--- src/common/ifpf_pkg.sv ---
// Package of constants and types for the packet prologue framer
package ifpf_pkg;

  // ------------------------------------------------------------
  // Prologue layout
  // ------------------------------------------------------------
  localparam int PROLOGUE_WORDS = 7;
  localparam logic [3:0] TYPE_DATA_SID = 4'h1;
  localparam logic [3:0] TYPE_CONTEXT = 4'h4;
  localparam logic [3:0] TYPE_COMMAND = 4'h6;
  localparam int HDR_TYPE_LSB = 28;
  localparam int HDR_CLASS_BIT = 27;
  localparam int HDR_TSI_LSB = 22;
  localparam int HDR_TSF_LSB = 20;
  localparam int HDR_SEQ_LSB = 16;
  localparam logic [1:0] TSI_NONE = 2'h0;
  localparam logic [1:0] TSI_UTC = 2'h1;
  localparam logic [1:0] TSF_NONE = 2'h0;
  localparam logic [1:0] TSF_SAMPLES = 2'h1;
  localparam logic [1:0] TSF_PICO = 2'h2;
  localparam logic [1:0] TSF_FREE = 2'h3;
  // Arbitrary neutral organization identifier value
  localparam logic [23:0] ORG_ID_DEFAULT = 24'h00A5C3;

  // ------------------------------------------------------------
  // Register map (byte addresses)
  // ------------------------------------------------------------
  localparam logic [7:0] ADDR_CTRL = 8'h00;
  localparam logic [7:0] ADDR_TAG = 8'h04;
  localparam logic [7:0] ADDR_CLASS = 8'h08;
  localparam logic [7:0] ADDR_RATE = 8'h0C;
  localparam logic [7:0] ADDR_PAYLEN = 8'h10;
  localparam logic [7:0] ADDR_SECS = 8'h14;
  localparam logic [7:0] ADDR_FRAC_LO = 8'h18;
  localparam logic [7:0] ADDR_FRAC_HI = 8'h1C;
  localparam logic [7:0] ADDR_STATUS = 8'h20;
  localparam logic [7:0] ADDR_MASK = 8'h24;
  localparam logic [7:0] ADDR_RX_HDR = 8'h28;
  localparam logic [7:0] ADDR_SEQ = 8'h2C;
  // Control fields
  localparam int CTRL_TSI_LSB = 0;
  localparam int CTRL_PAD_LSB = 8;
  localparam int CTRL_INFO_LSB = 16;
  localparam logic [31:0] CTRL_RESET = 32'h0000_0001;
  localparam logic [31:0] RATE_RESET = 32'h0000_03E8;
  localparam logic [15:0] PAYLEN_RESET = 16'h0001;
  // Status bits
  localparam int ST_TX_DONE = 0;
  localparam int ST_RX_DONE = 1;
  localparam int ST_RX_ERR = 2;
  localparam int ST_SECOND = 3;
  localparam int ST_BITS = 4;

  typedef enum logic [1:0] {
    IFPF_TX_IDLE, IFPF_TX_PRO, IFPF_TX_PAY
  } ifpf_tx_state_type;

endpackage : ifpf_pkg

--- src/verilog/ifpf_framer.sv ---
// Packet prologue builder, checker and register slave
//
// The register addresses and the AHB-Lite slave port were left to the implementer.
module ifpf_framer #(
  parameter logic [23:0] ORG_ID = ifpf_pkg::ORG_ID_DEFAULT,
  parameter logic [31:0] PICO_STEP = 32'd100000
) (
  input wire logic ref_clk,
  input wire logic reset,
  input wire logic hsel,
  input wire logic [31:0] haddr,
  input wire logic [1:0] htrans,
  input wire logic hwrite,
  input wire logic [2:0] hsize,
  input wire logic [31:0] hwdata,
  input wire logic hready,
  output logic [31:0] hrdata,
  output logic hreadyout,
  output logic hresp,
  input wire logic sample_tick,
  input wire logic tx_start,
  input wire logic [1:0] tx_kind,
  input wire logic [31:0] pay_data,
  input wire logic pay_valid,
  output logic pay_ready,
  output logic [31:0] tx_data,
  output logic tx_valid,
  output logic tx_first,
  output logic tx_last,
  input wire logic tx_ready,
  output logic tx_busy,
  input wire logic [31:0] rx_data,
  input wire logic rx_valid,
  input wire logic rx_first,
  output logic irq
);
  import ifpf_pkg::*;

  // ------------------------------------------------------------
  // State
  // ------------------------------------------------------------
  typedef struct packed {
    logic [31:0] ctrl;
    logic [31:0] tag;
    logic [31:0] pkt_class;
    logic [31:0] rate;
    logic [15:0] paylen;
    logic [31:0] secs;
    logic [63:0] frac;
    logic [ST_BITS-1:0] status;
    logic [ST_BITS-1:0] mask;
    logic [31:0] rx_hdr;
    logic [11:0] seq;
    ifpf_tx_state_type tx_st;
    logic [1:0] kind;
    logic [2:0] widx;
    logic [15:0] pcnt;
    logic [31:0] tdata;
    logic tvalid;
    logic tfirst;
    logic tlast;
    logic [2:0] ridx;
    logic rerr;
    logic dph;
    logic dwr;
    logic [7:0] daddr;
    logic [31:0] rdata;
    logic irq;
  } ifpf_state_type;

  ifpf_state_type s_reg;
  ifpf_state_type s_next;

  // ------------------------------------------------------------
  // Helpers
  // ------------------------------------------------------------
  // Fractional kind chosen from the packet class
  function automatic logic [1:0] frac_kind(input logic [15:0] cls);
    if (cls == 16'h0002 || cls == 16'h0003 || cls == 16'h0005) begin
      return TSF_SAMPLES;
    end
    return TSF_PICO;
  endfunction

  // Packet type code for a stream index
  function automatic logic [3:0] type_code(input logic [1:0] k);
    unique case (k)
      2'd1: return TYPE_CONTEXT;
      2'd2: return TYPE_COMMAND;
      default: return TYPE_DATA_SID;
    endcase
  endfunction

  // Class word for a stream: information class high, packet class low
  function automatic logic [31:0] class_word(input logic [31:0] c,
                                              input logic [15:0] info);
    return {info, c[15:0]};
  endfunction

  logic [1:0] cur_tsf;
  logic [31:0] hdr_word;
  logic [31:0] pro_word;
  logic [15:0] tot_size;
  logic wr_go;
  logic rd_go;

  // ------------------------------------------------------------
  // Next state
  // ------------------------------------------------------------
  always_comb begin
    s_next = s_reg;
    cur_tsf = frac_kind(s_reg.pkt_class[15:0]);
    tot_size = s_reg.paylen + 16'(PROLOGUE_WORDS);
    hdr_word = {type_code(s_reg.kind), 1'b1, 3'b000,
                s_reg.ctrl[CTRL_TSI_LSB +: 2], cur_tsf,
                s_reg.seq[s_reg.kind*4 +: 4], tot_size};
    // Prologue words in fixed order
    unique case (s_reg.widx)
      3'd0: pro_word = hdr_word;
      3'd1: pro_word = s_reg.tag;
      3'd2: pro_word = {s_reg.ctrl[CTRL_PAD_LSB +: 5], 3'b000,
                        ORG_ID};
      3'd3: pro_word = class_word(s_reg.pkt_class,
                                  s_reg.ctrl[CTRL_INFO_LSB +: 16]);
      3'd4: pro_word = s_reg.secs;
      3'd5: pro_word = s_reg.frac[63:32];
      default: pro_word = s_reg.frac[31:0];
    endcase
    wr_go = s_reg.dph && s_reg.dwr;
    rd_go = hsel && hready && htrans[1] && !hwrite;
    // Read clears status first so that events later in this cycle win
    if (rd_go && haddr[7:0] == ADDR_STATUS) begin
      s_next.status = '0;
    end

    // Time keeping
    if (cur_tsf == TSF_SAMPLES) begin
      if (sample_tick) begin
        if (s_reg.frac + 64'd1 >= {32'd0, s_reg.rate}) begin
          s_next.secs = s_reg.secs + 32'd1;
          s_next.frac = '0;
          s_next.status[ST_SECOND] = 1'b1;
        end else begin
          s_next.frac = s_reg.frac + 64'd1;
        end
      end
    end else if (s_reg.frac + {32'd0, PICO_STEP} >= 64'd1000000000000) begin
      s_next.secs = s_reg.secs + 32'd1;
      s_next.frac = '0;
      s_next.status[ST_SECOND] = 1'b1;
    end else begin
      s_next.frac = s_reg.frac + {32'd0, PICO_STEP};
    end

    // Transmit output stage
    if (s_reg.tvalid && tx_ready) begin
      s_next.tvalid = 1'b0;
    end
    unique case (s_reg.tx_st)
      IFPF_TX_IDLE: begin
        if (tx_start && tx_kind != 2'd3) begin
          s_next.kind = tx_kind;
          s_next.widx = '0;
          s_next.tx_st = IFPF_TX_PRO;
        end
      end
      IFPF_TX_PRO: begin
        if (!s_reg.tvalid || tx_ready) begin
          s_next.tdata = pro_word;
          s_next.tvalid = 1'b1;
          s_next.tfirst = (s_reg.widx == 3'd0);
          s_next.tlast = (s_reg.widx == 3'd6) && (s_reg.paylen == 16'd0);
          s_next.widx = s_reg.widx + 3'd1;
          if (s_reg.widx == 3'd6) begin
            s_next.pcnt = s_reg.paylen;
            s_next.tx_st = (s_reg.paylen == 16'd0) ? IFPF_TX_IDLE
                                                    : IFPF_TX_PAY;
            if (s_reg.paylen == 16'd0) begin
              s_next.seq[s_reg.kind*4 +: 4] =
                s_reg.seq[s_reg.kind*4 +: 4] + 4'd1;
              s_next.status[ST_TX_DONE] = 1'b1;
            end
          end
        end
      end
      IFPF_TX_PAY: begin
        if ((!s_reg.tvalid || tx_ready) && pay_valid) begin
          s_next.tdata = pay_data;
          s_next.tvalid = 1'b1;
          s_next.tfirst = 1'b0;
          s_next.tlast = (s_reg.pcnt == 16'd1);
          s_next.pcnt = s_reg.pcnt - 16'd1;
          if (s_reg.pcnt == 16'd1) begin
            s_next.seq[s_reg.kind*4 +: 4] =
              s_reg.seq[s_reg.kind*4 +: 4] + 4'd1;
            s_next.status[ST_TX_DONE] = 1'b1;
            s_next.tx_st = IFPF_TX_IDLE;
          end
        end
      end
    endcase

    // Receive prologue checker
    if (rx_valid) begin
      if (rx_first) begin
        s_next.rx_hdr = rx_data;
        s_next.ridx = 3'd1;
        s_next.rerr = rx_data[31]
          || !(rx_data[31:28] == TYPE_DATA_SID
               || rx_data[31:28] == TYPE_CONTEXT
               || rx_data[31:28] == TYPE_COMMAND)
          || !rx_data[HDR_CLASS_BIT]
          || rx_data[HDR_TSI_LSB +: 2] == TSI_NONE
          || rx_data[HDR_TSF_LSB +: 2] == TSF_NONE
          || rx_data[HDR_TSF_LSB +: 2] == TSF_FREE;
      end else if (s_reg.ridx != 3'd0) begin
        s_next.ridx = (s_reg.ridx == 3'd6) ? 3'd0 : s_reg.ridx + 3'd1;
        if (s_reg.ridx == 3'd2) begin
          if (rx_data[26:24] != 3'b000 || rx_data[23:0] != ORG_ID) begin
            s_next.rerr = 1'b1;
          end
        end
        if (s_reg.ridx == 3'd6) begin
          s_next.status[ST_RX_DONE] = 1'b1;
          if (s_reg.rerr) begin
            s_next.status[ST_RX_ERR] = 1'b1;
          end
        end
      end
    end

    // Bus slave: address phase capture
    s_next.dph = hsel && hready && htrans[1];
    s_next.dwr = hwrite;
    s_next.daddr = haddr[7:0];
    if (rd_go) begin
      unique case (haddr[7:0])
        ADDR_CTRL: s_next.rdata = s_reg.ctrl;
        ADDR_TAG: s_next.rdata = s_reg.tag;
        ADDR_CLASS: s_next.rdata = s_reg.pkt_class;
        ADDR_RATE: s_next.rdata = s_reg.rate;
        ADDR_PAYLEN: s_next.rdata = {16'd0, s_reg.paylen};
        ADDR_SECS: s_next.rdata = s_reg.secs;
        ADDR_FRAC_LO: s_next.rdata = s_reg.frac[31:0];
        ADDR_FRAC_HI: s_next.rdata = s_reg.frac[63:32];
        ADDR_STATUS: s_next.rdata = {28'd0, s_reg.status};
        ADDR_MASK: s_next.rdata = {28'd0, s_reg.mask};
        ADDR_RX_HDR: s_next.rdata = s_reg.rx_hdr;
        ADDR_SEQ: s_next.rdata = {20'd0, s_reg.seq};
        default: s_next.rdata = '0;
      endcase
    end

    // Bus slave: data phase writes
    if (wr_go) begin
      unique case (s_reg.daddr)
        ADDR_CTRL: begin
          s_next.ctrl = hwdata;
          if (hwdata[CTRL_TSI_LSB +: 2] == TSI_NONE) begin
            s_next.ctrl[CTRL_TSI_LSB +: 2] = s_reg.ctrl[1:0];
          end
        end
        ADDR_TAG: s_next.tag = hwdata;
        ADDR_CLASS: s_next.pkt_class = hwdata;
        ADDR_RATE: s_next.rate = hwdata;
        ADDR_PAYLEN: s_next.paylen = hwdata[15:0];
        ADDR_SECS: begin
          s_next.secs = hwdata;
          s_next.frac = '0;
        end
        ADDR_MASK: s_next.mask = hwdata[ST_BITS-1:0];
        default: ;
      endcase
    end

    s_next.irq = |(s_next.status & s_next.mask);
  end

  // ------------------------------------------------------------
  // Registers
  // ------------------------------------------------------------
  always_ff @(posedge ref_clk) begin
    if (reset) begin
      s_reg <= '0;
      s_reg.ctrl <= CTRL_RESET;
      s_reg.rate <= RATE_RESET;
      s_reg.paylen <= PAYLEN_RESET;
      s_reg.tx_st <= IFPF_TX_IDLE;
    end else begin
      s_reg <= s_next;
    end
  end

  // ------------------------------------------------------------
  // Outputs
  // ------------------------------------------------------------
  assign hrdata = s_reg.rdata;
  assign hreadyout = 1'b1;
  assign hresp = 1'b0;
  assign tx_data = s_reg.tdata;
  assign tx_valid = s_reg.tvalid;
  assign tx_first = s_reg.tfirst;
  assign tx_last = s_reg.tlast;
  assign tx_busy = (s_reg.tx_st != IFPF_TX_IDLE);
  assign pay_ready = (s_reg.tx_st == IFPF_TX_PAY)
                     && (!s_reg.tvalid || tx_ready);
  assign irq = s_reg.irq;

endmodule // ifpf_framer

--- config.mk ---
export PLATFORM = sky130hd
export DESIGN_NAME = ifpf_framer
export DESIGN_NICKNAME = d
export VERILOG_FILES = /design/src/common/ifpf_pkg.sv /design/src/verilog/ifpf_framer.sv
export SDC_FILE = /design/constraint.sdc
export NUM_CORES = 1
export LEC_CHECK = 0
export ABC_AREA = 1
export BUFFER_PORTS_ARGS = -buffer_cell sky130_fd_sc_hd__buf_4
export CAP_MARGIN = 20
export CORE_ASPECT_RATIO = 1.1
export CORE_MARGIN = 8
export CORE_UTILIZATION = 45
export DETAILED_ROUTE_END_ITERATION = 12
export HOLD_SLACK_MARGIN = 0.02
export PLACE_DENSITY_LB_ADDON = 0.08
export SETUP_SLACK_MARGIN = 0.05
export SLEW_MARGIN = 40
export SYNTH_ARGS = -nofsm -noshare
export SYNTH_HDL_FRONTEND = slang
export SYNTH_SLANG_ARGS = --single-unit
--- constraint.sdc ---
create_clock -name ref_clk -period 9.3 [get_ports ref_clk]
set_input_delay 0.465 -clock ref_clk [delete_from_list [all_inputs] [get_ports ref_clk]]
set_output_delay 0.465 -clock ref_clk [all_outputs]
set_load 0.01 [all_outputs]
=== Yosys cells after proc, flatten, opt, wreduce, memory -nomap -nowiden ===
Index checks and enable logic that the tools add are counted.

* Bits in registers: 397
* Input bits: 146
* Output and inout port bits: 72
* Word-level logic and storage cells: 197

* Add/subtract/negate cells: 9
* Order comparisons: 2
* Eq/ne operators: 46
* Shift operators: 3
* Mux-type cells: 51
* Bitwise operators: 2
* Reductions and logical operators: 57

{| class="wikitable"
|+ Operators with widths
! cell !! number
|-
| $pmux 32 s12 || 1
|-
| $mux 97 || 2
|-
| $mux 96 || 2
|-
| $pmux 32 s6 || 1
|-
| $mux 64 || 2
|-
| $pmux 51 s2 || 1
|-
| $add 64x1->64 const B || 1
|-
| $add 64x17->64 const B || 1
|-
| $ge 64x32->1 || 1
|-
| $ge 64x40->1 const B || 1
|-
| $mux 32 || 2
|-
| $mux 14 || 4
|-
| $mux 54 || 1
|-
| $mux 51 || 1
|-
| $eq 8x5->1 const B || 6
|-
| $eq 8x6->1 const B || 5
|-
| $neg 4->34 || 1
|-
| $shift 4x34->12 const A || 1
|-
| $shiftx 4x34->12 || 1
|-
| $add 32x1->32 const B || 1
|-
| $eq 16x2->1 const B || 2
|-
| $eq 8x4->1 const B || 4
|-
| $ne 24x16->1 const B || 1
|-
| $pmux 12 s2 || 1
|-
| 44 further kinds || 126
|}

=== Longest topological paths before layout ===
Gate-level depths: netlist (run 1).

* Word-level depth: 12
* Mapped depth: 28
* Mapped depth without buffers: 27

=== Worst setup path before layout (run 1) ===
Ideal clock, no wire load.

* Path type: register to register
* From: register s_reg[162] (netlist name)
* To: register s_reg[243] (netlist name)
* Data arrival time: 3144 ps
* Required time: 9191 ps
* Slack: 6047 ps
* Cell stages (with the launch flop): 29
* Buffers on the path: 1
* Period minus slack after synthesis: 3253 ps
* Path through: dfxtp_1 -> ha_1 -> nand3_1 -> nor2_2 -> inv_2 -> nor2_1 -> nand2_1 -> xor2_1 -> inv_1 -> ha_1 -> nand2_1 -> nor2_1 -> nand2_1 -> o211ai_1 -> nor2_1 -> nand2_1 -> nor2_1 -> nand3_1 -> nor2_2 -> nand3_4 -> nand2_2 -> nand2_4 -> nand2_8 -> inv_4 -> buf_6 -> nand2_1 -> nand3_1 -> nand2_1 -> inv_1

* Cells in the longest elaborated chain, start to end: 7
* Elaborated cells between the ends (all ways): 10
* Those cells by class: add/sub (2); order compare (2); mux (6)

{| class="wikitable"
|+ RTL lines
! what !! RTL line !! source
|-
| start: declaration || ifpf_framer.sv:71 || <nowiki>ifpf_state_type s_reg;</nowiki>
|-
| start signal: assignment || ifpf_framer.sv:290 || <nowiki>s_reg <= s_next;</nowiki>
|-
| $add 64x1->64 || ifpf_framer.sv:139 || <nowiki>if (s_reg.frac + 64'd1 >= {32'd0, s_reg.rate}) begin</nowiki>
|-
| $ge 64x32->1 || ifpf_framer.sv:139 ||
|-
| $mux 32 || ifpf_framer.sv:139 ||
|-
| $mux 97 || ifpf_framer.sv:138 || <nowiki>if (sample_tick) begin</nowiki>
|-
| $mux 97 * || ifpf_framer.sv:137 || <nowiki>if (cur_tsf == TSF_SAMPLES) begin</nowiki>
|-
| $mux 96 || ifpf_framer.sv:256 || <nowiki>unique case (s_reg.daddr)</nowiki>
|-
| $mux 96 * || ifpf_framer.sv:255 || <nowiki>if (wr_go) begin</nowiki>
|}

Every way passes the cells marked *; elsewhere a longest branch is shown, timed or not.
A chain may end at the register's enable or synchronous reset.

=== Worst setup path in the final report (run 1) ===
* From: register s_reg[157] (netlist name)
* To: register s_reg[226] (netlist name)

Same word-level chain as after synthesis.

==> results of run 1 <==
## Yosys cell counts, types with 3 or more instances
cell type  count  area [sq um]
or2_2          5          31.3
buf_2         13          65.1
inv_1        506          1900
dfxtp_1      397          7950
o22ai_1      103           644
and2_1         5          31.3
o21ai_0      316          1580
o31ai_1        7          52.6
buf_6          5          56.3
buf_4         72           541
o221ai_1      12           105
ha_1          52           651
xor2_1        86           753
nand3b_1       4          30.0
buf_1          4          15.0
or2_1          4          25.0
a2111oi_0      3          26.3
nor2_4         8          90.1
nand2_2       14          87.6
nor2_2        19           119
a21oi_1      366          1830
clkinv_1       8          30.0
nor2_1       342          1280
o21ai_1        9          45.0
nor3_1        59           295
clkbuf_1     162           608
nand4_1       45           282
nand3_2        3          30.0
o2111ai_1     24           210
nand3_1      251          1260
a221oi_1      54           473
inv_2         13          48.8
o211ai_1      40           300
o41ai_1        7          61.3
nand2_1      688          2580
a211oi_1      44           330
nor4_1        40           250
## tightest hold or removal path, cell delays in order
cell    delay [ns]
buf_4         0.08
inv_1         0.03
nor2_1        0.06
## final timing paths
kind	slack, ns	cells after the start	endpoint
min reg2reg	0.45	2	s_reg[372]$_SDFFE_PP0P_
max	3.52	27	s_reg[226]$_SDFF_PP0_
min	0.1	3	s_reg[40]$_SDFF_PP0_
max reg2reg	3.52	27	s_reg[226]$_SDFF_PP0_
## power by group through the flow
| stage | clock network, mW | logic (mW) | registers, mW |
|---|---|---|---|
| 2_1_floorplan | 0 | 1.23 | 1.96 |
| 3_3_place_gp | 0 | 1.97 | 1.99 |
| 3_5_place_dp | 0 | 1.98 | 2.00 |
| 4_1_cts | 1.97 | 1.99 | 1.96 |
| 5_1_grt | 2.04 | 2.17 | 1.98 |
| 6_report | 1.96 | 2.06 | 1.96 |
## metal layers
metal  wire length, microns  part of all wire  GRT usage
met1                  46800              0.40      0.457
met2                  50000              0.42      0.536
met3                  11900              0.10     0.0822
met4                   8950             0.076      0.229
met5                     67           0.00057          0
## cell type report
type | instances | share of cell area
multi-input cells | 2637 | 0.493
flip-flops and latches | 397 | 0.284
inverters | 528 | 0.0711
repair buffers | 229 | 0.0623
clock buffers | 63 | 0.0469
well taps | 736 | 0.0329
clock inverters | 20 | 0.00982
## kinds of logic after synthesis
| kind of cell | Yosys count | synth area share |
|---|---|---|
| buffers and inverters | 784 | 0.131 |
| xor gates and xnor gates | 87 | 0.0306 |
| other | 2 | 0.000301 |
| and+or+nand+nor | 1493 | 0.260 |
| adders and majority gates | 52 | 0.0261 |
| AOI/OAI and AO/OA | 1003 | 0.233 |
| DFF | 397 | 0.319 |
## metrics by stage
stage	setup WS, ns	utilization	instances	power [mW]
after floorplan	6.05	-	3818	3.19
after global placement	3.80	0.480	4525	3.97
after detailed placement	3.73	0.482	4527	3.98
after CTS	3.71	0.511	4610	5.92
after global routing	3.26	0.511	4610	6.19
final	3.52	0.511	4610	5.98
==> flow_metrics.tcl, run 1 <==
set metrics [dict create \
    r2r_start "s_reg[157]$_SDFF_PP0_" \
    htreeDepth 2 \
    postRouteAntennaNets 0 \
    p_seq_frac 0.328 \
    grt_pass1_wl_microns 170000 \
    drive_above_1_share 0.102 \
    tightestPinTransition_ns 0.980 \
    crit_top_cell "nand2_1" \
    grt.total_usage 0.358 \
    p_switching_mw 2.38 \
    hold_viol 0 \
    dpl_cell_area_sq_mm 0.0264 \
    cts_buffers 46 \
    fmax_mhz 173 \
    drtIter0Drc 3647 \
    rows 90 \
    num-fill-cells 5831 \
    nets 4037 \
    regArea_sq_mm 0.00795 \
    cp_max_fo 26 \
    required_ns 9.78 \
    clockPowerShare 0.328 \
    maxSlewViolCount 0 \
    cts_tree "built" \
    grt_max_degree 95 \
    wirelength_microns 118000 \
    yosysUniqueCellTypes 56 \
    worst_setup_path_start_kind "register" \
    dr_total_vias 27525 \
    period_share 0.621 \
    crit_start "s_reg[157]$_SDFF_PP0_" \
    clock_skew_ns 0.0289 \
    clk_path_buf_depth 3 \
    clkSinkCount 397 \
    maxSlewHeadroom 0.344 \
    start_util 0.455 \
    internal-power_mw 3.60 \
    core_sq_mm 0.0548 \
    drt-pass1-iter-count 7 \
    status "finished, final reports clean" \
    multiInputGateArea_sq_mm 0.0138 \
    sw_frac_of_total 0.398 \
    final_cell_area_sq_mm 0.0280 \
    yosysWarnings 0 \
    antenna_found_initial 5 \
    vias_per_cell 5.97 \
    syn_to_final_growth_pct 12.4 \
    route.detailed.drc 0 \
    min_path_type "in -> reg" \
    die-area_sq_mm 0.0632 \
    die_w_microns 240 \
    synthCells 3818 \
    setup.worst_path.class "reg -> reg" \
    rsz0062_at_grt "false" \
    die_h_microns 263 \
    cts_hold_buffers 0 \
    critPathTopFamily "simple AND/OR/NAND/NOR gates" \
    hpwlAfterDp_microns 87800 \
    clock_latency_ns 0.60 \
    syn_area_sq_mm 0.0249 \
    layout_common_cells "nand2_1, inv_1, dfxtp_1" \
    ys.flop_type "dfxtp_1" \
    wl_per_cell_microns 25.5 \
    power.static_leakage_nw 11.4 \
    grt_pass1_vias 25225 \
    fin_crit_ns 5.78 \
    worstPathArrival_ns 6.26 \
    min-delay-start "haddr[7]" \
    crit_path_max_incr_delay_ns 0.56 \
    crit_slowest_cell "dfxtp_1" \
    tns_ns 0 \
    largest_reg_flops 327 \
    layout.cells.most_common "nand2_1" \
    async_flop_share 0 \
    portBuffers 187 \
    clk_pin_slew_ns 0.06 \
    cp-end-kind "register" \
    cts_root_buf "clkbuf_16" \
    drv_cap 0 \
    power_frac_comb 0.344 \
    antennaDiodeCount 0 \
    hold_ws_ns 0.0978 \
    power_density_mw_per_mm2 213 \
    syn_area_per_cell_sq_um 6.53 \
    crit_buf_inv 3 \
    syn-num-nets 4016 \
    grt-ovfl-total 0 \
    synth-seq-cells 397 \
    ir_worst_vdd_v 0.000217 \
    postCtsSetupBuffers 0 \
    gp_congestion 1.01 \
    synth_edf_count 0 \
    ctsResizeCount 0 \
    final-setup-viol-count 0 \
    ios 218 \
    yosysSeqAreaShare 0.319 \
]
Power figures use the tool's default switching activity.
==> inputs of run 2 (changes only) <==
==> constraint.sdc (replaced) <==
create_clock -name ref_clk -period 5.9 [get_ports ref_clk]
set_input_delay 0.295 -clock ref_clk [delete_from_list [all_inputs] [get_ports ref_clk]]
set_output_delay 0.295 -clock ref_clk [all_outputs]
set_load 0.01 [all_outputs]
==> flow_metrics.tcl, run 2 (synthesis gave the netlist of run 1 again) <==
set metrics [dict create \
    die_h_microns 263 \
    stdcell_count 4714 \
    clock_latency_ns 0.60 \
    power_frac_comb 0.344 \
    fmax_mhz 206 \
    hold_viol 0 \
    portBuffers 187 \
    die_w_microns 240 \
    drive_above_1_share 0.101 \
    period_share 0.825 \
    power.static_leakage_nw 11.9 \
    wl_per_cell_microns 25.6 \
    antennaDiodeCount 0 \
    final-setup-viol-count 0 \
    tightestPinTransition_ns 0.937 \
    clkSinkCount 397 \
    drv_cap 0 \
    placedCellCount 4533 \
    worst_setup_path_start_kind "register" \
    core_sq_mm 0.0548 \
    maxSlewViolCount 0 \
    postRouteAntennaNets 0 \
    wirelength_microns 121000 \
    grt_pass1_vias 26078 \
    crit_top_cell "nand2_1" \
    crit_path_max_incr_delay_ns 0.54 \
    grt_max_degree 104 \
    start_util 0.455 \
    min_path_type "in -> reg" \
    status "finished, final reports clean" \
    maxSlewHeadroom 0.367 \
    rsz0062_at_grt "false" \
    cp-end-kind "register" \
    die-area_sq_mm 0.0632 \
    clk_pin_slew_ns 0.06 \
    cts_root_buf "clkbuf_16" \
    dr_total_vias 27922 \
    route.detailed.drc 0 \
    layout.cells.most_common "nand2_1" \
    p_seq_frac 0.323 \
    worstPathArrival_ns 5.36 \
    cts_tree "built" \
    gp_congestion 1.06 \
    crit_slowest_cell "dfxtp_1" \
    reg2regPathDepth 26 \
    final_util 0.530 \
    vias_per_cell 5.92 \
    power_density_mw_per_mm2 330 \
    rows 90 \
    clockPowerShare 0.333 \
    drtIter0Drc 3594 \
    worst_slack_ns 1.03 \
    largest_reg_flops 327 \
    min_path_cells 3 \
    htreeDepth 2 \
    fin_crit_ns 4.87 \
    cp_max_fo 18 \
    sw_frac_of_total 0.393 \
    p_switching_mw 3.77 \
    drt-pass1-iter-count 8 \
    ctsResizeCount 0 \
    hpwlAfterDp_microns 90600 \
    clock_skew_ns 0.0166 \
    required_ns 6.39 \
    syn_to_final_growth_pct 16.5 \
    r2r_slack_ns 1.03 \
    grt.total_usage 0.370 \
    grt_pass1_wl_microns 176000 \
    tns_ns 0 \
    grt-ovfl-total 0 \
    clk_path_buf_depth 3 \
    ir_worst_vdd_v 0.000369 \
    place_ws_ns 1.22 \
    nets 4139 \
    internal-power_mw 5.82 \
    setup.worst_path.class "reg -> reg" \
    p_total_mw 9.59 \
    layout_common_cells "nand2_1, inv_1, dfxtp_1" \
    antenna_found_initial 1 \
    cts_buffers 46 \
    ios 218 \
]
==> run 2: cell count changes in the layout (fill, tap and decap cells not counted), sizes merged <==
cell         previous run  this run
bufinv                  6         8
dlygate4sd3             0        95
clkinvlp                4         1
clkbuf                 63        66
inv                   518       522
buf                   229       235
clkinv                 20        17
==> run 2: worst paths after layout <==
kind / from / end
max: s_reg[157]$_SDFF_PP0_ / s_reg[241]$_SDFF_PP0_
min: hready / s_reg[42]$_SDFF_PP0_
max reg2reg: s_reg[157]$_SDFF_PP0_ / s_reg[241]$_SDFF_PP0_
min reg2reg: s_reg[372]$_SDFFE_PP0P_ / s_reg[372]$_SDFFE_PP0P_
==> run 2: critical path: cells and delay by family, from the launching register on <==
family	cells	cell delay (ns)
xor gates and xnor gates	1	0.23
AOI/OAI and AO/OA	3	0.39
and+or+nand+nor	18	2.92
buffers and inverters	2	0.18
adders and majority gates	2	0.46
DFF	1	0.54
==> run 2: per-layer routing <==
layer,vias up,wire length (microns),GRT usage
met5,-,13,0
met4,2,8720,0.230
met3,330,12900,0.0878
met2,1617,51900,0.555
met1,12944,47200,0.471
li1,13029,-,-
==> run 2: through the flow <==
| stage | instance area (sq um) | hold WS, ns |
|---|---|---|
| after floorplan | 24900 | 0.385 |
| after global placement | 26400 | 0.433 |
| after detailed placement | 26400 | 0.438 |
| after CTS | 29000 | 0.0233 |
| after global routing | 29100 | 0.0306 |
| final | 29100 | 0.0362 |
==> run 2: repair_timing <==
item                                   4_1_cts  5_1_grt
hold buffers                                95        0
setup buffers                                0        0
endpoints found under the hold margin      119        0
==> run 2: power groups by stage <==
| stage | Sequential [mW] | Combinational, mW | Clock [mW] |
|---|---|---|---|
| 2_1_floorplan | 3.09 | 1.94 | 0 |
| 3_3_place_gp | 3.15 | 3.12 | 0 |
| 3_5_place_dp | 3.15 | 3.13 | 0 |
| 4_1_cts | 3.09 | 3.20 | 3.22 |
| 5_1_grt | 3.12 | 3.50 | 3.33 |
| 6_report | 3.10 | 3.29 | 3.20 |
==> run 2: area by class of cell <==
cell class / instances / area, sq um
inverter: 528 / 1990
tap: 736 / 921
multi-input combinational: 2637 / 13800
fill: 5620 / 25800
timing repair buffer: 331 / 2720
sequential: 397 / 7950
clock buffer: 65 / 1320
clock inverter: 20 / 339
